$ cat config.mk
export PLATFORM = sky130hd
export DESIGN_NAME = pobk_top
export DESIGN_NICKNAME = d
export VERILOG_FILES = /design/src/core/pobk_pkg.sv /design/src/core/pobk_pin_stage.sv /design/src/core/pobk_top.sv
export VERILOG_INCLUDE_DIRS = /design/src /design/src/core
export SDC_FILE = /design/constraint.sdc
export NUM_CORES = 1
export LEC_CHECK = 0
export BUFFER_PORTS_ARGS = -buffer_cell sky130_fd_sc_hd__buf_2
export CAP_MARGIN = 20
export CELL_PAD_IN_SITES_DETAIL_PLACEMENT = 1
export CELL_PAD_IN_SITES_GLOBAL_PLACEMENT = 2
export CORE_MARGIN = 3
export CORE_UTILIZATION = 30
export CTS_BUF_LIST = sky130_fd_sc_hd__clkbuf_4
export DETAILED_ROUTE_END_ITERATION = 10
export GPL_ROUTABILITY_DRIVEN = 0
export PLACE_DENSITY_LB_ADDON = 0.1
export RECOVER_POWER = 100
export SYNTH_ARGS = -nofsm -noshare
export SYNTH_HDL_FRONTEND = slang
export SYNTH_SLANG_ARGS = --single-unit
$ cat constraint.sdc
create_clock -name CLOCK_I -period 2.6 [get_ports CLOCK_I]
set_clock_uncertainty 0.2 [all_clocks]
set_input_delay 0.13 -clock CLOCK_I [delete_from_list [all_inputs] [get_ports CLOCK_I]]
set_output_delay 0.13 -clock CLOCK_I [all_outputs]
set_load 0.005 [all_outputs]
$ cat src/core/pobk_defs.svh
// register offsets, field positions, reset values and sizes for the output stage
`ifndef POBK_DEFS_SVH
`define POBK_DEFS_SVH
`define POBK_ADDR_W 4
`define POBK_OFS_OEN 4'h0
`define POBK_OFS_POL 4'h1
`define POBK_OFS_BLNK 4'h2
`define POBK_OFS_REBS 4'h3
`define POBK_OFS_FEBS 4'h4
`define POBK_OFS_BLTIME 4'h5
`define POBK_OFS_STAT 4'h6
`define POBK_RST_REG 8'h00
`define POBK_MASK_OUT_FULL 8'h3F
`define POBK_MASK_OUT_AB 8'h03
`define POBK_MASK_POL_IN 8'h40
`define POBK_MASK_BLNK 8'h33
`define POBK_MASK_SRC 8'h8E
`define POBK_BIT_POL_IN 6
`define POBK_FEBM_LSB 4
`define POBK_REBM_LSB 0
`define POBK_N_OUT 6
`define POBK_N_SRC 4
`endif

$ cat src/core/pobk_pkg.sv
// types for the output gating, polarity and blanking block
package pobk_pkg;
    typedef enum logic [1:0] {
        POBK_BM_NONE = 2'h0,
        POBK_BM_IMMEDIATE = 2'h1,
        POBK_BM_RSVD2 = 2'h2,
        POBK_BM_RSVD3 = 2'h3
    } pobk_blank_mode_t;
    typedef enum logic [1:0] {
        POBK_ST_IDLE = 2'b00,
        POBK_ST_RISE = 2'b01,
        POBK_ST_FALL = 2'b11
    } pobk_blank_state_t;
endpackage : pobk_pkg

$ cat src/core/pobk_pin_stage.sv
`timescale 1ns/1ps
// one output lane: polarity and pin gating
module pobk_pin_stage (
    input wire logic CLOCK_I,
    input wire logic RESET_I,
    input wire logic pwm_i,
    input wire logic enable_i,
    input wire logic invert_i,
    output logic pin_o,
    output logic pin_oe_o
);
    typedef struct packed {
        logic pin;
        logic oe;
    } pobk_lane_t;
    pobk_lane_t q;
    pobk_lane_t next_q;
    always_comb begin
        next_q.pin = pwm_i ^ invert_i;
        next_q.oe = enable_i;
    end
    always_ff @(posedge CLOCK_I or posedge RESET_I) begin
        if (RESET_I) begin
            q <= '0;
        end else begin
            q <= next_q;
        end
    end
    assign pin_o = q.pin;
    assign pin_oe_o = q.oe;
endmodule : pobk_pin_stage

$ cat src/core/pobk_top.sv
// Our own choices: the strobed register port and the placing of the registers.
`timescale 1ns/1ps
// register file, pin gating and edge blanking of the pwm output stage
`include "pobk_defs.svh"
//Function
// - enable bit gives pin to pwm
// - second instance keeps outputs A, B only
// - unimplemented bits read zero, ignore writes
// - polarity bits invert outputs and event input
// - falling blank mode 00 none, 01 immediate
// - rising blank mode 00 none, 01 immediate
// - implemented bits read/write, clear on reset
// - blanked sources cannot cause events
module pobk_top #(
    parameter bit FULL_OUTPUTS = 1'b1
) (
    input wire logic CLOCK_I,
    input wire logic RESET_I,
    input wire logic [`POBK_ADDR_W-1:0] ADDR_I,
    input wire logic [7:0] WDATA_I,
    input wire logic WRITE_I,
    input wire logic READ_I,
    output logic [7:0] RDATA_O,
    input wire logic [`POBK_N_OUT-1:0] PWM_I,
    input wire logic PWM_RISE_I,
    input wire logic PWM_FALL_I,
    input wire logic EXTERNAL_EVENT_INPUT_I,
    input wire logic [`POBK_N_SRC-2:0] CMP_EVENT_I,
    output logic [`POBK_N_OUT-1:0] PIN_O,
    output logic [`POBK_N_OUT-1:0] PIN_OE_O,
    output logic EVENT_ACTIVE_O,
    output logic [`POBK_N_SRC-1:0] EVENT_QUALIFIED_O,
    output logic BLANK_ACTIVE_O
);
    import pobk_pkg::*;
    localparam logic [7:0] OUT_MASK = FULL_OUTPUTS ? `POBK_MASK_OUT_FULL : `POBK_MASK_OUT_AB;
    typedef struct packed {
        logic [7:0] output_gate_enable;
        logic [7:0] signal_polarity;
        logic [7:0] edge_blanking_mode;
        logic [7:0] rise_blank_src;
        logic [7:0] fall_blank_src;
        logic [7:0] blank_time;
        logic [7:0] blank_count;
        pobk_blank_state_t bstate;
        logic [1:0] ext_sync;
        logic [5:0] cmp_sync1;
        logic [3:0] cmp_sync2;
        logic [3:0] qualified;
        logic [7:0] rdata;
    } pobk_state_t;
    pobk_state_t q;
    pobk_state_t next_q;
    pobk_blank_mode_t falling_blank_mode;
    pobk_blank_mode_t rising_blank_mode;
    logic event_input_invert;
    logic [3:0] raw_src;
    logic [3:0] blank_sel;
    logic [`POBK_N_OUT-1:0] output_drive_enable;
    logic [`POBK_N_OUT-1:0] output_invert;
    assign falling_blank_mode = pobk_blank_mode_t'(q.edge_blanking_mode[`POBK_FEBM_LSB +: 2]);
    assign rising_blank_mode = pobk_blank_mode_t'(q.edge_blanking_mode[`POBK_REBM_LSB +: 2]);
    assign event_input_invert = q.signal_polarity[`POBK_BIT_POL_IN];
    assign output_drive_enable = q.output_gate_enable[`POBK_N_OUT-1:0];
    assign output_invert = q.signal_polarity[`POBK_N_OUT-1:0];
    // source 0 is the event pin after polarity, 1..3 the comparators
    assign raw_src = {q.cmp_sync2[3:1], q.ext_sync[1] ^ event_input_invert};
    always_comb begin
        next_q = q;
        // two-flop synchroniser for the event pin, three flops for the comparator inputs
        next_q.ext_sync = {q.ext_sync[0], EXTERNAL_EVENT_INPUT_I};
        next_q.cmp_sync1 = {q.cmp_sync1[2:0], CMP_EVENT_I};
        next_q.cmp_sync2 = {q.cmp_sync1[5:3], 1'b0};
        // register writes keep only implemented bits
        if (WRITE_I) begin
            if (ADDR_I == `POBK_OFS_OEN) begin
                next_q.output_gate_enable = WDATA_I & OUT_MASK;
            end else if (ADDR_I == `POBK_OFS_POL) begin
                next_q.signal_polarity = WDATA_I & (OUT_MASK | `POBK_MASK_POL_IN);
            end else if (ADDR_I == `POBK_OFS_BLNK) begin
                next_q.edge_blanking_mode = WDATA_I & `POBK_MASK_BLNK;
            end else if (ADDR_I == `POBK_OFS_REBS) begin
                next_q.rise_blank_src = WDATA_I & `POBK_MASK_SRC;
            end else if (ADDR_I == `POBK_OFS_FEBS) begin
                next_q.fall_blank_src = WDATA_I & `POBK_MASK_SRC;
            end else if (ADDR_I == `POBK_OFS_BLTIME) begin
                next_q.blank_time = WDATA_I;
            end
        end
        // blanking window; reserved codes behave as no blanking
        // the window opens on the edge cycle itself, so that edge is already masked
        blank_sel = 4'h0;
        case (q.bstate)
            POBK_ST_RISE: blank_sel = {q.rise_blank_src[3:1], q.rise_blank_src[7]};
            POBK_ST_FALL: blank_sel = {q.fall_blank_src[3:1], q.fall_blank_src[7]};
            default: blank_sel = 4'h0;
        endcase
        if (PWM_RISE_I && rising_blank_mode == POBK_BM_IMMEDIATE && q.blank_time != 8'h00) begin
            next_q.bstate = POBK_ST_RISE;
            next_q.blank_count = q.blank_time - 8'h01;
            blank_sel = {q.rise_blank_src[3:1], q.rise_blank_src[7]};
        end else if (PWM_FALL_I && falling_blank_mode == POBK_BM_IMMEDIATE && q.blank_time != 8'h00) begin
            next_q.bstate = POBK_ST_FALL;
            next_q.blank_count = q.blank_time - 8'h01;
            blank_sel = {q.fall_blank_src[3:1], q.fall_blank_src[7]};
        end else begin
            case (q.bstate)
                POBK_ST_IDLE: begin
                    next_q.blank_count = 8'h00;
                end
                default: begin
                    if (q.blank_count == 8'h00) begin
                        next_q.bstate = POBK_ST_IDLE;
                    end else begin
                        next_q.blank_count = q.blank_count - 8'h01;
                    end
                end
            endcase
        end
        next_q.qualified = raw_src & ~blank_sel;
        // read data stands one cycle after the strobe; unmapped reads zero
        next_q.rdata = 8'h00;
        if (READ_I) begin
            if (ADDR_I == `POBK_OFS_OEN) begin
                next_q.rdata = q.output_gate_enable;
            end else if (ADDR_I == `POBK_OFS_POL) begin
                next_q.rdata = q.signal_polarity;
            end else if (ADDR_I == `POBK_OFS_BLNK) begin
                next_q.rdata = q.edge_blanking_mode;
            end else if (ADDR_I == `POBK_OFS_REBS) begin
                next_q.rdata = q.rise_blank_src;
            end else if (ADDR_I == `POBK_OFS_FEBS) begin
                next_q.rdata = q.fall_blank_src;
            end else if (ADDR_I == `POBK_OFS_BLTIME) begin
                next_q.rdata = q.blank_time;
            end else if (ADDR_I == `POBK_OFS_STAT) begin
                next_q.rdata = {4'h0, raw_src};
            end
        end
    end
    always_ff @(posedge CLOCK_I or posedge RESET_I) begin
        if (RESET_I) begin
            q <= '0;
        end else begin
            q <= next_q;
        end
    end
    // lanes C..F never enable their pins on the reduced instance since their enable bits never set
    for (genvar i = 0; i < `POBK_N_OUT; i++) begin : g_lane
        pobk_pin_stage u_lane (
            .CLOCK_I(CLOCK_I),
            .RESET_I(RESET_I),
            .pwm_i(PWM_I[i]),
            .enable_i(output_drive_enable[i]),
            .invert_i(output_invert[i]),
            .pin_o(PIN_O[i]),
            .pin_oe_o(PIN_OE_O[i])
        );
    end
    assign RDATA_O = q.rdata;
    assign EVENT_ACTIVE_O = raw_src[0];
    assign EVENT_QUALIFIED_O = q.qualified;
    assign BLANK_ACTIVE_O = (q.bstate != POBK_ST_IDLE);
endmodule : pobk_top

==> results of run 1 <==
## sequential cells by signal, summed over array words and instances (netlist names)
name,flops
q,32
RDATA_O,8
next_q,7
g_lane.u_lane.pin_o,6
g_lane.u_lane.pin_oe_o,6
output_drive_enable,6
output_invert,6
EVENT_QUALIFIED_O,4
falling_blank_mode,2
event_input_invert,1
## stage by stage
stage	power (W)	std cells	cell area, µm²	setup WS [ps]
finish	0.00361	517	4290	369
global route	0.00390	517	4290	253
CTS	0.00375	517	4340	592
detailed placement	0.00272	478	3920	602
global placement	0.00271	478	3920	630
floorplan	0.00248	313	3680	275
## how the worst max path moves through the flow
stage                                 to  slack (ps)  cells past startpoint
floorplan           EVENT_QUALIFIED_O[0]         270                      1
global placement    EVENT_QUALIFIED_O[2]         630                      6
detailed placement  EVENT_QUALIFIED_O[2]         600                      6
CTS                 EVENT_QUALIFIED_O[2]         590                      6
global route                  RDATA_O[1]         250                      7
finish                        RDATA_O[4]         370                      7
## metal layers
metal	up-vias	part of all wire, %	global-route usage, %	wire length [µm]
li1	1184	-	-	-
met1	1263	47	18.9	4170
met3	8	2.9	3.32	256
met2	35	49	23.2	4360
met4	0	1.1	4.13	95
met5	-	0	0	0
## worst reg2reg max path, cell delays in order (launching register included)
cell                       delay [ps]
sky130_fd_sc_hd__dfrtp_1          460
sky130_fd_sc_hd__inv_1            120
sky130_fd_sc_hd__ha_1             150
sky130_fd_sc_hd__nor4b_4          260
sky130_fd_sc_hd__a21oi_1          170
sky130_fd_sc_hd__a31o_1           290
sky130_fd_sc_hd__a221oi_1         370
## synth_stat cells, types with 2 or more instances
master,count
sky130_fd_sc_hd__a21oi_1,19
sky130_fd_sc_hd__a21oi_2,2
sky130_fd_sc_hd__a221oi_2,4
sky130_fd_sc_hd__a22oi_1,3
sky130_fd_sc_hd__and2_1,4
sky130_fd_sc_hd__and4_1,2
sky130_fd_sc_hd__buf_2,4
sky130_fd_sc_hd__buf_4,28
sky130_fd_sc_hd__dfrtp_1,78
sky130_fd_sc_hd__ha_1,4
sky130_fd_sc_hd__inv_1,15
sky130_fd_sc_hd__mux2_1,15
sky130_fd_sc_hd__mux2_2,19
sky130_fd_sc_hd__mux2i_1,3
sky130_fd_sc_hd__nand2_1,19
sky130_fd_sc_hd__nand2b_1,4
sky130_fd_sc_hd__nand3_1,4
sky130_fd_sc_hd__nand3b_1,4
sky130_fd_sc_hd__nand4_1,2
sky130_fd_sc_hd__nand4b_1,2
sky130_fd_sc_hd__nor2_1,12
sky130_fd_sc_hd__nor2b_1,4
sky130_fd_sc_hd__nor3_1,4
sky130_fd_sc_hd__nor3_2,3
sky130_fd_sc_hd__nor3b_1,2
sky130_fd_sc_hd__o21ai_0,7
sky130_fd_sc_hd__o21ai_1,4
sky130_fd_sc_hd__o22ai_1,4
sky130_fd_sc_hd__o31ai_1,3
sky130_fd_sc_hd__xnor2_1,6
sky130_fd_sc_hd__xor2_1,9
## cell type report
cell class	instances	share of cell area, %
well taps	143	4.17
inverters	16	1.43
repair buffers	78	11.7
flip-flops and latches	78	45.5
clock inverters	6	2.74
multi-input cells	186	32.7
clock buffers	10	1.75
## power groups by stage
stage               sequential (W)  combinational (W)  clock (W)
detailed placement         0.00176           0.000965          0
global placement           0.00175           0.000955          0
floorplan                  0.00168           0.000795          0
global route               0.00178            0.00106    0.00106
CTS                        0.00173           0.000996    0.00102
finish                     0.00172           0.000919   0.000965
## logic make-up after synthesis
group | count (synthesis) | share of synthesized area, %
AOI/OAI and AO/OA | 55 | 10.5
xor gates and xnor gates | 15 | 3.57
adders and majority gates | 4 | 1.36
buffers and inverters | 49 | 8.00
DFF | 78 | 53.1
muxes | 37 | 11.2
and+or+nand+nor | 75 | 12.3
## repair_timing
action | in CTS | in global routing
hold endpoints to repair | 130 | 0
buffers inserted | 0 | 0
hold buffers | 23 | 0
==> report_table.html, run 1 <==
<table>
<tr><th>Metric</th><th>Value</th></tr>
<tr><th colspan="2">Run status</th></tr>
<tr><td>Run status</td><td>finished, final reports clean</td></tr>
<tr><th colspan="2">Routing</th></tr>
<tr><td>Ratio of routed vias to standard cells</td><td>approximately 4.8</td></tr>
<tr><td>Drt drc</td><td>0</td></tr>
<tr><td>Detailed-router iteration count before antenna repair</td><td>4</td></tr>
<tr><td>Total detailed-routing wirelength</td><td>roughly 8900 µm</td></tr>
<tr><td>Vias post-DR</td><td>~2.5k</td></tr>
<tr><td>Violation count after the first detailed-routing iteration</td><td>114</td></tr>
<tr><td>Average wire per cell in the routed design</td><td>~17 µm</td></tr>
<tr><td>Antenna Nets Post-Route</td><td>0</td></tr>
<tr><th colspan="2">Timing</th></tr>
<tr><td>Worst Max-Slew Pin Slew</td><td>~1400 ps</td></tr>
<tr><td>Setup violation total in the final timing report</td><td>0</td></tr>
<tr><td>Total negative slack</td><td>0 ps</td></tr>
<tr><td>Maximum operating frequency</td><td>approximately 450 MHz</td></tr>
<tr><td>Final hold slack</td><td>about 23 ps</td></tr>
<tr><td>Unrepaired setup endpoints after global routing</td><td>false</td></tr>
<tr><td>Final critical-path required period</td><td>roughly 2200 ps</td></tr>
<tr><td>Count of final hold-check violations</td><td>0</td></tr>
<tr><td>Part of the cycle the worst path needs</td><td>~86%</td></tr>
<tr><td>Final Max Slew Viols</td><td>0</td></tr>
<tr><td>Max-slew headroom</td><td>under 10%</td></tr>
<tr><th colspan="2">Worst hold path</th></tr>
<tr><td>Worst Hold Class</td><td>in2reg</td></tr>
<tr><td>Origin of the worst min-delay path</td><td>PWM_FALL_I</td></tr>
<tr><td>Cell count of the worst hold path</td><td>4</td></tr>
<tr><td>Worst-case hold path end point</td><td>q[25]</td></tr>
<tr><th colspan="2">Die</th></tr>
<tr><td>Die Outline Area</td><td>~14000 µm²</td></tr>
<tr><td>Initial core utilization</td><td>a little under a third</td></tr>
<tr><td>CORE AREA</td><td>11700 µm²</td></tr>
<tr><td>Ports</td><td>between 50 and 60</td></tr>
<tr><td>Number of standard-cell rows in the floorplan</td><td>39</td></tr>
<tr><td>Die extent in x</td><td>approximately 120 µm</td></tr>
<tr><td>Vertical die dimension</td><td>117 µm</td></tr>
<tr><th colspan="2">Placed design</th></tr>
<tr><td>Number of port buffers</td><td>53</td></tr>
<tr><td>Detail Placement HPWL</td><td>between 6000 and 7000 µm</td></tr>
<tr><th colspan="2">Power and ir drop</th></tr>
<tr><td>PD cells</td><td>between 800 and 900 nW/µm²</td></tr>
<tr><td>IR drop worst, VDD</td><td>~0.33 mV</td></tr>
<tr><td>Gate power share</td><td>roughly a quarter</td></tr>
<tr><td>Static leakage</td><td>roughly 1.9 nW</td></tr>
<tr><td>Share of total power consumed by net switching</td><td>32.1%</td></tr>
<tr><td>Cell Int Power</td><td>around 0.0024 W</td></tr>
<tr><td>Sw power</td><td>between 0.001 and 0.0015 W</td></tr>
<tr><td>Share of power burned in the clock network</td><td>~27%</td></tr>
<tr><td>Relative contribution of sequential cells to total power</td><td>around 48%</td></tr>
<tr><th colspan="2">Setup path</th></tr>
<tr><td>Slowest stage delay, CP</td><td>710 ps</td></tr>
<tr><td>Highest fanout seen on the critical path</td><td>19</td></tr>
<tr><td>Worst setup slack for register-to-register paths</td><td>~490 ps</td></tr>
<tr><td>Cell with the most instances on the worst path</td><td>sky130_fd_sc_hd__and2_0</td></tr>
<tr><td>Worst path arrival time</td><td>2360 ps</td></tr>
<tr><td>Critical Path, Cell by Cell</td><td>dlygate4sd3_1 -&gt; clkbuf_1 -&gt; nor2b_1 -&gt; and2_0 -&gt; a21oi_1 -&gt; o31ai_1 -&gt; and2_0</td></tr>
<tr><td>R2R Path Start</td><td>q[34]</td></tr>
<tr><td>Worst reg2reg path endpoint</td><td>EVENT_QUALIFIED_O[2]</td></tr>
<tr><td>Count of buffer and inverter cells on the critical path</td><td>2</td></tr>
<tr><td>Slowest cell on crit path</td><td>sky130_fd_sc_hd__clkbuf_1</td></tr>
<tr><td>Required time at the endpoint of the critical path</td><td>2730 ps</td></tr>
<tr><td>Worst setup path start</td><td>ADDR_I[2]</td></tr>
<tr><td>CP startpoint kind</td><td>primary input</td></tr>
<tr><td>Kind of cell adding the most delay to the critical path</td><td>buffers and inverters</td></tr>
<tr><td>Path type of the worst setup path</td><td>in2reg</td></tr>
<tr><td>Kind of end point of the critical path</td><td>flop</td></tr>
<tr><td>Worst-case reg-to-reg path depth</td><td>6</td></tr>
<tr><th colspan="2">Synth</th></tr>
<tr><td>Yosys top cell area share</td><td>between 50 and 60%</td></tr>
<tr><td>Post-synth net total</td><td>between 300 and 400</td></tr>
<tr><td>Cell taking the most area after synthesis</td><td>sky130_fd_sc_hd__dfrtp_1</td></tr>
<tr><td>Sequential share of the synthesized area</td><td>between 50% and 60%</td></tr>
<tr><td>Ranking of synthesized cells by area</td><td>sky130_fd_sc_hd__dfrtp_1 (53%), sky130_fd_sc_hd__mux2_2 (5.8%), sky130_fd_sc_hd__buf_4 (5.7%)</td></tr>
<tr><td>Count of unique library cells instantiated by Yosys</td><td>between 50 and 60</td></tr>
<tr><td>Number of flops mapped to enable cells by yosys</td><td>0</td></tr>
<tr><td>Mean cell area of the mapped netlist</td><td>roughly 12 µm²</td></tr>
<tr><td>Flip-flop and latch count after synthesis</td><td>78</td></tr>
<tr><td>Area of the mapped netlist</td><td>between 3000 and 4000 µm²</td></tr>
<tr><td>Synthesis warning total</td><td>0</td></tr>
<tr><td>Synth async-reset ratio</td><td>100%</td></tr>
<tr><td>Dominant register cell in the synthesized netlist</td><td>sky130_fd_sc_hd__dfrtp_1</td></tr>
<tr><td>Synthesized netlist cell count</td><td>313</td></tr>
<tr><th colspan="2">Clocking</th></tr>
<tr><td>Clk slew on worst S/H paths</td><td>130 ps</td></tr>
<tr><td>Count of H-tree levels built during CTS</td><td>3</td></tr>
<tr><td>PostCTS Resize Cnt</td><td>0</td></tr>
<tr><td>Clock tree from TritonCTS</td><td>done</td></tr>
<tr><td>Cell chosen for the clock root</td><td>sky130_fd_sc_hd__clkbuf_4</td></tr>
<tr><td>Number of sinks handled by clock tree synthesis</td><td>slightly below 80</td></tr>
<tr><td>Number of buffers on the longest clock path</td><td>2</td></tr>
<tr><td>Number of clock buffers inserted by TritonCTS</td><td>9</td></tr>
<tr><td>Insertion delay of the later-clocked pin in the worst-skew pair</td><td>430 ps</td></tr>
<tr><th colspan="2">GRT</th></tr>
<tr><td>Global-route usage over all layers</td><td>14.2%</td></tr>
<tr><td>Maximum number of pins on one net before global-route repair</td><td>between 40 and 50</td></tr>
<tr><td>Global-route wire length before repair</td><td>roughly 14000 µm</td></tr>
<tr><td>Vias in the first global route</td><td>around 2.7k</td></tr>
<tr><td>Initial antenna violation count</td><td>0</td></tr>
<tr><td>Total global routing overflow</td><td>0</td></tr>
<tr><th colspan="2">Finish</th></tr>
<tr><td>Multi-input gate area in the final layout</td><td>1400 µm²</td></tr>
<tr><td>Post-layout utilization of the core</td><td>a little over a third</td></tr>
<tr><td>Most common cell after layout, fill and taps aside</td><td>sky130_fd_sc_hd__dfrtp_1</td></tr>
<tr><td>Ratio of cells with drive above 1 in the final layout</td><td>22.5%</td></tr>
<tr><td>Commonest cells after routing, fill and taps aside</td><td>sky130_fd_sc_hd__dfrtp_1 (78), sky130_fd_sc_hd__buf_2 (35), sky130_fd_sc_hd__dlygate4sd3_1 (23), sky130_fd_sc_hd__nand2_1 (20), sky130_fd_sc_hd__a21oi_1 (20)</td></tr>
<tr><td>Filler instances</td><td>between 1k and 1.5k</td></tr>
<tr><td>Final-stage net count</td><td>around 400</td></tr>
<tr><td>Layout overhead on the synthesized area</td><td>16.7%</td></tr>
<tr><td>Antenna diode count</td><td>0</td></tr>
<tr><td>Area used by sequential logic in the layout</td><td>approximately 2000 µm²</td></tr>
<tr><th colspan="2">Flow run</th></tr>
<tr><td>Max-cap check violation count</td><td>0</td></tr>
</table>
No activity file was read; power rests on OpenSTA's default activity.
==> inputs of run 2 (changes only) <==
==> constraint.sdc (replaced) <==
create_clock -name CLOCK_I -period 2.6 [get_ports CLOCK_I]
set_clock_uncertainty 0.2 [all_clocks]
set_input_delay 0.39 -clock CLOCK_I [delete_from_list [all_inputs] [get_ports CLOCK_I]]
set_output_delay 0.39 -clock CLOCK_I [all_outputs]
set_load 0.005 [all_outputs]
==> report_table.html, run 2 (same netlist as run 1, synthesis figures left out) <==
<table>
<tr><th>Metric</th><th>Value</th></tr>
<tr><th colspan="2">Routing</th></tr>
<tr><td>Violation count after the first detailed-routing iteration</td><td>between 90 and 100</td></tr>
<tr><td>Detailed-router iteration count before antenna repair</td><td>4</td></tr>
<tr><td>Antenna Nets Post-Route</td><td>0</td></tr>
<tr><td>Ratio of routed vias to standard cells</td><td>a little under 5</td></tr>
<tr><td>Vias post-DR</td><td>approximately 2.5k</td></tr>
<tr><td>Average wire per cell in the routed design</td><td>approximately 18 µm</td></tr>
<tr><td>Total detailed-routing wirelength</td><td>8960 µm</td></tr>
<tr><td>Drt drc</td><td>0</td></tr>
<tr><th colspan="2">Run status</th></tr>
<tr><td>Run status</td><td>finished, final reports clean</td></tr>
<tr><th colspan="2">Timing</th></tr>
<tr><td>Worst Max-Slew Pin Slew</td><td>approximately 1200 ps</td></tr>
<tr><td>Max-slew headroom</td><td>~17%</td></tr>
<tr><td>Count of final hold-check violations</td><td>0</td></tr>
<tr><td>Final critical-path required period</td><td>2160 ps</td></tr>
<tr><td>Part of the cycle the worst path needs</td><td>between 80% and 90%</td></tr>
<tr><td>Unrepaired setup endpoints after global routing</td><td>false</td></tr>
<tr><td>Setup violation total in the final timing report</td><td>0</td></tr>
<tr><td>Final Max Slew Viols</td><td>0</td></tr>
<tr><td>Maximum operating frequency</td><td>roughly 460 MHz</td></tr>
<tr><td>Total negative slack</td><td>0 ps</td></tr>
<tr><th colspan="2">Clocking</th></tr>
<tr><td>Count of H-tree levels built during CTS</td><td>3</td></tr>
<tr><td>Cell chosen for the clock root</td><td>sky130_fd_sc_hd__clkbuf_4</td></tr>
<tr><td>Count of buffers added by post-CTS timing repair for setup</td><td>0</td></tr>
<tr><td>Number of buffers on the longest clock path</td><td>2</td></tr>
<tr><td>Clk slew on worst S/H paths</td><td>~130 ps</td></tr>
<tr><td>PostCTS Resize Cnt</td><td>0</td></tr>
<tr><td>Insertion delay of the later-clocked pin in the worst-skew pair</td><td>430 ps</td></tr>
<tr><td>Clock tree from TritonCTS</td><td>done</td></tr>
<tr><td>Number of clock buffers inserted by TritonCTS</td><td>9</td></tr>
<tr><td>Number of sinks handled by clock tree synthesis</td><td>just under 80</td></tr>
<tr><th colspan="2">Finish</th></tr>
<tr><td>Antenna diode count</td><td>0</td></tr>
<tr><td>Final-stage net count</td><td>about 390</td></tr>
<tr><td>Register with the most flip-flops</td><td>q</td></tr>
<tr><td>Max reg flops</td><td>32</td></tr>
<tr><td>Layout overhead on the synthesized area</td><td>12.4%</td></tr>
<tr><td>Ratio of cells with drive above 1 in the final layout</td><td>21.2%</td></tr>
<tr><td>Design Area, Final</td><td>between 4000 and 5000 µm²</td></tr>
<tr><td>Commonest cells after routing, fill and taps aside</td><td>sky130_fd_sc_hd__dfrtp_1 (78), sky130_fd_sc_hd__buf_2 (31), sky130_fd_sc_hd__clkbuf_1 (22), sky130_fd_sc_hd__nand2_1 (20), sky130_fd_sc_hd__a21oi_1 (20)</td></tr>
<tr><td>Most common cell after layout, fill and taps aside</td><td>sky130_fd_sc_hd__dfrtp_1</td></tr>
<tr><th colspan="2">Worst hold path</th></tr>
<tr><td>Worst Hold Class</td><td>in2reg</td></tr>
<tr><td>Cell count of the worst hold path</td><td>2</td></tr>
<tr><th colspan="2">Setup path</th></tr>
<tr><td>Slowest stage delay, CP</td><td>between 400 and 500 ps</td></tr>
<tr><td>Kind of end point of the critical path</td><td>flop</td></tr>
<tr><td>Count of buffer and inverter cells on the critical path</td><td>2</td></tr>
<tr><td>Required time at the endpoint of the critical path</td><td>2750 ps</td></tr>
<tr><td>Logic depth of the worst path, buffers included</td><td>7</td></tr>
<tr><td>CP startpoint kind</td><td>flop</td></tr>
<tr><td>Kind of cell adding the most delay to the critical path</td><td>buffers and inverters</td></tr>
<tr><td>Slowest cell on crit path</td><td>sky130_fd_sc_hd__dfrtp_1</td></tr>
<tr><td>Path type of the worst setup path</td><td>reg2reg</td></tr>
<tr><td>Worst-case reg-to-reg path depth</td><td>7</td></tr>
<tr><td>Worst path arrival time</td><td>2320 ps</td></tr>
<tr><td>Critical Path, Cell by Cell</td><td>inv_1 -&gt; ha_1 -&gt; nor4b_4 -&gt; a22o_1 -&gt; clkbuf_1 -&gt; a21oi_1 -&gt; a22oi_1</td></tr>
<tr><td>Highest fanout seen on the critical path</td><td>10</td></tr>
<tr><th colspan="2">GRT</th></tr>
<tr><td>Vias in the first global route</td><td>around 2.6k</td></tr>
<tr><td>Total global routing overflow</td><td>0</td></tr>
<tr><td>Initial antenna violation count</td><td>0</td></tr>
<tr><td>Global-route usage over all layers</td><td>between 10% and 20%</td></tr>
<tr><td>Maximum number of pins on one net before global-route repair</td><td>53</td></tr>
<tr><td>Global-route wire length before repair</td><td>about 14000 µm</td></tr>
<tr><th colspan="2">Die</th></tr>
<tr><td>Ports</td><td>between 50 and 60</td></tr>
<tr><td>Number of standard-cell rows in the floorplan</td><td>39</td></tr>
<tr><td>Initial core utilization</td><td>between 30% and 40%</td></tr>
<tr><td>Vertical die dimension</td><td>between 100 and 150 µm</td></tr>
<tr><td>CORE AREA</td><td>between 10000 and 15000 µm²</td></tr>
<tr><td>Die Outline Area</td><td>13600 µm²</td></tr>
<tr><td>Die extent in x</td><td>117 µm</td></tr>
<tr><th colspan="2">Power and ir drop</th></tr>
<tr><td>IR drop worst, VDD</td><td>about 0.38 mV</td></tr>
<tr><td>Static leakage</td><td>~1.8 nW</td></tr>
<tr><td>PD cells</td><td>847 nW/µm²</td></tr>
<tr><th colspan="2">Placed design</th></tr>
<tr><td>Number of port buffers</td><td>53</td></tr>
<tr><td>Area post-placement</td><td>3920 µm²</td></tr>
<tr><td>Detail Placement HPWL</td><td>6680 µm</td></tr>
<tr><th colspan="2">Flow run</th></tr>
<tr><td>Max-cap check violation count</td><td>0</td></tr>
</table>
-- run 2: cell types whose count changed in the layout (fill, tap and decap cells not counted), sizes merged --
cell,delta
dlygate4sd3,-11
buf,-4
clkinvlp,+1
bufinv,-1
clkbuf,+5
-- run 2: layer usage --
metal	up-vias	wire (µm)	track usage, %
met5	-	0	0
met4	0	126	4.36
met3	9	244	2.95
met2	39	4450	22.7
met1	1270	4140	18.8
li1	1168	-	-
-- run 2: path summary, 6_finish.rpt --
| kind | from | to | slack (ps) |
|---|---|---|---|
| max | q[34] | q[31] | 440 |
| min | WDATA_I[7] | q[41] | 30 |
| max reg2reg | q[34] | q[31] | 440 |
| min reg2reg | next_q[23] | q[23] | 160 |
| max in group asynchronous | RESET_I | q[32] | 860 |
| min in group asynchronous | RESET_I | next_q[15] | 540 |
-- run 2: final cells by class --
| cell class | instances | area (µm²) |
|---|---|---|
| Clock buffer | 10 | 75.1 |
| Clock inverter | 6 | 92.6 |
| Fill cell | 1320 | 7580 |
| Inverter | 16 | 61.3 |
| Multi-Input combinational cell | 186 | 1380 |
| Sequential cell | 78 | 1950 |
| Tap cell | 143 | 179 |
| Timing Repair Buffer | 68 | 390 |
-- run 2: repair_timing --
action,CTS,global route
endpoints found under the setup margin,0,0
hold buffers,12,0
hold endpoints to repair,37,0
-- run 2: power breakdown --
part | leakage (nW) | internal, W | switching [W]
logic | 0.802 | 0.000435 | 0.000476
clock network | 0.0836 | 0.000407 | 0.000452
registers | 0.954 | 0.00149 | 0.000237
total | 1.84 | 0.00233 | 0.00117
-- run 2: per-stage QoR --
stage               worst slack, ps  total power (W)  utilization [%]  std cells  hold slack (ps)
finish                          438          0.00350             35.3        507             31.6
global route                    252          0.00377             35.3        507             9.91
CTS                             531          0.00363             36.0        507             2.84
detailed placement              438          0.00273             33.5        479              136
global placement                498          0.00271             33.5        479              134
floorplan                      15.0          0.00248                -        313              131
==> inputs of run 3 (changes only) <==
==> constraint.sdc (replaced) <==
create_clock -name CLOCK_I -period 2.3 [get_ports CLOCK_I]
set_clock_uncertainty 0.2 [all_clocks]
set_input_delay 0.345 -clock CLOCK_I [delete_from_list [all_inputs] [get_ports CLOCK_I]]
set_output_delay 0.345 -clock CLOCK_I [all_outputs]
set_load 0.005 [all_outputs]
==> report_table.html, run 3 (same netlist as run 1, synthesis figures left out) <==
<table>
<tr><th>Metric</th><th>Value</th></tr>
<tr><th colspan="2">Die</th></tr>
<tr><td>Number of standard-cell rows in the floorplan</td><td>39</td></tr>
<tr><td>Die extent in x</td><td>between 100 and 150 µm</td></tr>
<tr><td>Vertical die dimension</td><td>117 µm</td></tr>
<tr><td>CORE AREA</td><td>11700 µm²</td></tr>
<tr><td>Ports</td><td>54</td></tr>
<tr><td>Initial core utilization</td><td>31.4%</td></tr>
<tr><td>Die Outline Area</td><td>about 14000 µm²</td></tr>
<tr><th colspan="2">Placed design</th></tr>
<tr><td>Detail Placement HPWL</td><td>just under 7000 µm</td></tr>
<tr><td>Area post-placement</td><td>3960 µm²</td></tr>
<tr><td>Number of port buffers</td><td>53</td></tr>
<tr><th colspan="2">Routing</th></tr>
<tr><td>Routed length on met2</td><td>roughly 4300 µm</td></tr>
<tr><td>Total detailed-routing wirelength</td><td>roughly 8800 µm</td></tr>
<tr><td>Ratio of routed vias to standard cells</td><td>4.78</td></tr>
<tr><td>Vias post-DR</td><td>approximately 2.5k</td></tr>
<tr><td>Antenna Nets Post-Route</td><td>0</td></tr>
<tr><td>Violation count after the first detailed-routing iteration</td><td>84</td></tr>
<tr><td>Detailed-router iteration count before antenna repair</td><td>4</td></tr>
<tr><td>Met3 Routed Length</td><td>261 µm</td></tr>
<tr><td>Met1 routed wirelength after detailed routing</td><td>4110 µm</td></tr>
<tr><td>Highest metal layer with signal wires</td><td>met4</td></tr>
<tr><td>Drt drc</td><td>0</td></tr>
<tr><td>Average wire per cell in the routed design</td><td>roughly 17 µm</td></tr>
<tr><th colspan="2">Finish</th></tr>
<tr><td>Max reg flops</td><td>32</td></tr>
<tr><td>Final-stage net count</td><td>402</td></tr>
<tr><td>Post-layout utilization of the core</td><td>36.0%</td></tr>
<tr><td>Antenna diode count</td><td>0</td></tr>
<tr><td>Commonest cells after routing, fill and taps aside</td><td>sky130_fd_sc_hd__dfrtp_1 (78), sky130_fd_sc_hd__buf_2 (32), sky130_fd_sc_hd__clkbuf_1 (21), sky130_fd_sc_hd__nand2_1 (20), sky130_fd_sc_hd__a21oi_1 (20)</td></tr>
<tr><td>Layout overhead on the synthesized area</td><td>14.6%</td></tr>
<tr><td>Most common cell after layout, fill and taps aside</td><td>sky130_fd_sc_hd__dfrtp_1</td></tr>
<tr><td>Design Area, Final</td><td>roughly 4200 µm²</td></tr>
<tr><td>Register with the most flip-flops</td><td>q</td></tr>
<tr><td>Ratio of cells with drive above 1 in the final layout</td><td>roughly 22%</td></tr>
<tr><th colspan="2">GRT</th></tr>
<tr><td>Global-route usage over all layers</td><td>~14%</td></tr>
<tr><td>Maximum number of pins on one net before global-route repair</td><td>30</td></tr>
<tr><td>Initial antenna violation count</td><td>0</td></tr>
<tr><td>Vias in the first global route</td><td>between 2k and 3k</td></tr>
<tr><td>Total global routing overflow</td><td>0</td></tr>
<tr><td>Global-route wire length before repair</td><td>roughly 14000 µm</td></tr>
<tr><th colspan="2">Setup path</th></tr>
<tr><td>Required time at the endpoint of the critical path</td><td>2440 ps</td></tr>
<tr><td>Highest fanout seen on the critical path</td><td>4</td></tr>
<tr><td>Path type of the worst setup path</td><td>reg2reg</td></tr>
<tr><td>Worst path arrival time</td><td>approximately 2200 ps</td></tr>
<tr><td>Kind of end point of the critical path</td><td>flop</td></tr>
<tr><td>CP startpoint kind</td><td>flop</td></tr>
<tr><th colspan="2">Power and ir drop</th></tr>
<tr><td>Static leakage</td><td>1.89 nW</td></tr>
<tr><td>PD cells</td><td>roughly 930 nW/µm²</td></tr>
<tr><td>IR drop worst, VDD</td><td>around 0.37 mV</td></tr>
<tr><th colspan="2">Clocking</th></tr>
<tr><td>Clock tree from TritonCTS</td><td>done</td></tr>
<tr><td>PostCTS Resize Cnt</td><td>0</td></tr>
<tr><td>Insertion delay of the later-clocked pin in the worst-skew pair</td><td>between 400 and 500 ps</td></tr>
<tr><td>Clk slew on worst S/H paths</td><td>130 ps</td></tr>
<tr><td>Cell chosen for the clock root</td><td>sky130_fd_sc_hd__clkbuf_4</td></tr>
<tr><td>Number of sinks handled by clock tree synthesis</td><td>78</td></tr>
<tr><td>Number of clock buffers inserted by TritonCTS</td><td>9</td></tr>
<tr><td>Count of H-tree levels built during CTS</td><td>3</td></tr>
<tr><td>Number of buffers on the longest clock path</td><td>2</td></tr>
<tr><th colspan="2">Flow run</th></tr>
<tr><td>Max-cap check violation count</td><td>0</td></tr>
<tr><th colspan="2">Timing</th></tr>
<tr><td>Count of final hold-check violations</td><td>0</td></tr>
<tr><td>Unrepaired setup endpoints after global routing</td><td>false</td></tr>
<tr><td>Total negative slack</td><td>0 ps</td></tr>
<tr><td>Maximum operating frequency</td><td>approximately 490 MHz</td></tr>
<tr><td>Final critical-path required period</td><td>just over 2000 ps</td></tr>
<tr><td>Setup violation total in the final timing report</td><td>0</td></tr>
<tr><td>Part of the cycle the worst path needs</td><td>88.2%</td></tr>
<tr><td>Max-slew headroom</td><td>24.1%</td></tr>
<tr><td>Worst Max-Slew Pin Slew</td><td>roughly 1100 ps</td></tr>
<tr><td>Final Max Slew Viols</td><td>0</td></tr>
<tr><th colspan="2">Run status</th></tr>
<tr><td>Run status</td><td>finished, final reports clean</td></tr>
<tr><th colspan="2">Worst hold path</th></tr>
<tr><td>Worst Hold Class</td><td>in2reg</td></tr>
</table>
-- run 3: cell types whose count changed in the layout (fill, tap and decap cells not counted), sizes merged --
cell / change
dlygate4sd3: +6
clkinv: +5
buf: +2
clkinvlp: -2
clkbuf: +2
inv: -2
-- run 3: worst paths after layout --
path / start / end / slack (ps) / cells past startpoint
worst max-delay path: q[35] / EVENT_QUALIFIED_O[2] / 270 / 6
worst min-delay path: WDATA_I[3] / output_invert[3] / 30 / 2
worst max register to register: q[35] / EVENT_QUALIFIED_O[2] / 270 / 6
worst min register to register: next_q[23] / q[23] / 160 / 0
max in group asynchronous: RESET_I / q[26] / 410 / 4
min in group asynchronous: RESET_I / g_lane[3].u_lane.pin_o / 470 / 3
-- run 3: per-layer routing --
metal / track usage (%) / up-vias
met4: 4.36 / 0
met2: 23.0 / 36
met1: 18.8 / 1246
met5: 0 / -
met3: 3.32 / 8
li1: - / 1184
-- run 3: worst max-delay path: stages, from the launching register on --
cell and delay, ps:
sky130_fd_sc_hd__dfrtp_1 440, sky130_fd_sc_hd__inv_1 110, sky130_fd_sc_hd__ha_1 150, sky130_fd_sc_hd__nor4b_4 270
sky130_fd_sc_hd__a21oi_1 170, sky130_fd_sc_hd__a31o_1 310, sky130_fd_sc_hd__a221oi_2 300
-- run 3: final cells by class --
type | count | area (µm²)
fillers | 1313 | 7500
flip-flops and latches | 78 | 1950
multi-input cells | 186 | 1400
repair buffers | 79 | 469
well taps | 143 | 179
clock inverters | 7 | 88.8
clock buffers | 9 | 67.6
inverters | 16 | 61.3
-- run 3: power by group --
part	internal (W)	switching (W)	leakage (nW)	total (W)
clock network	0.000434	0.000490	0.0826	0.000924
logic	0.000514	0.000546	0.853	0.00106
registers	0.00169	0.000263	0.954	0.00195
total	0.00263	0.00130	1.89	0.00393
-- run 3: stage by stage --
stage | hold slack [ps] | setup WS [ps] | power (W) | cells
final | 31.5 | 271 | 0.00393 | 518
after global routing | 2.16 | 108 | 0.00426 | 518
after CTS | 1.55 | 242 | 0.00406 | 518
after detailed placement | 136 | 209 | 0.00310 | 484
after global placement | 135 | 249 | 0.00309 | 484
after floorplan | 131 | 543 | 0.00280 | 313
-- run 3: what timing repair did --
action	4_1_cts	5_1_grt
hold buffers	18	0
setup buffers	0	0
endpoints found under the hold margin	56	0
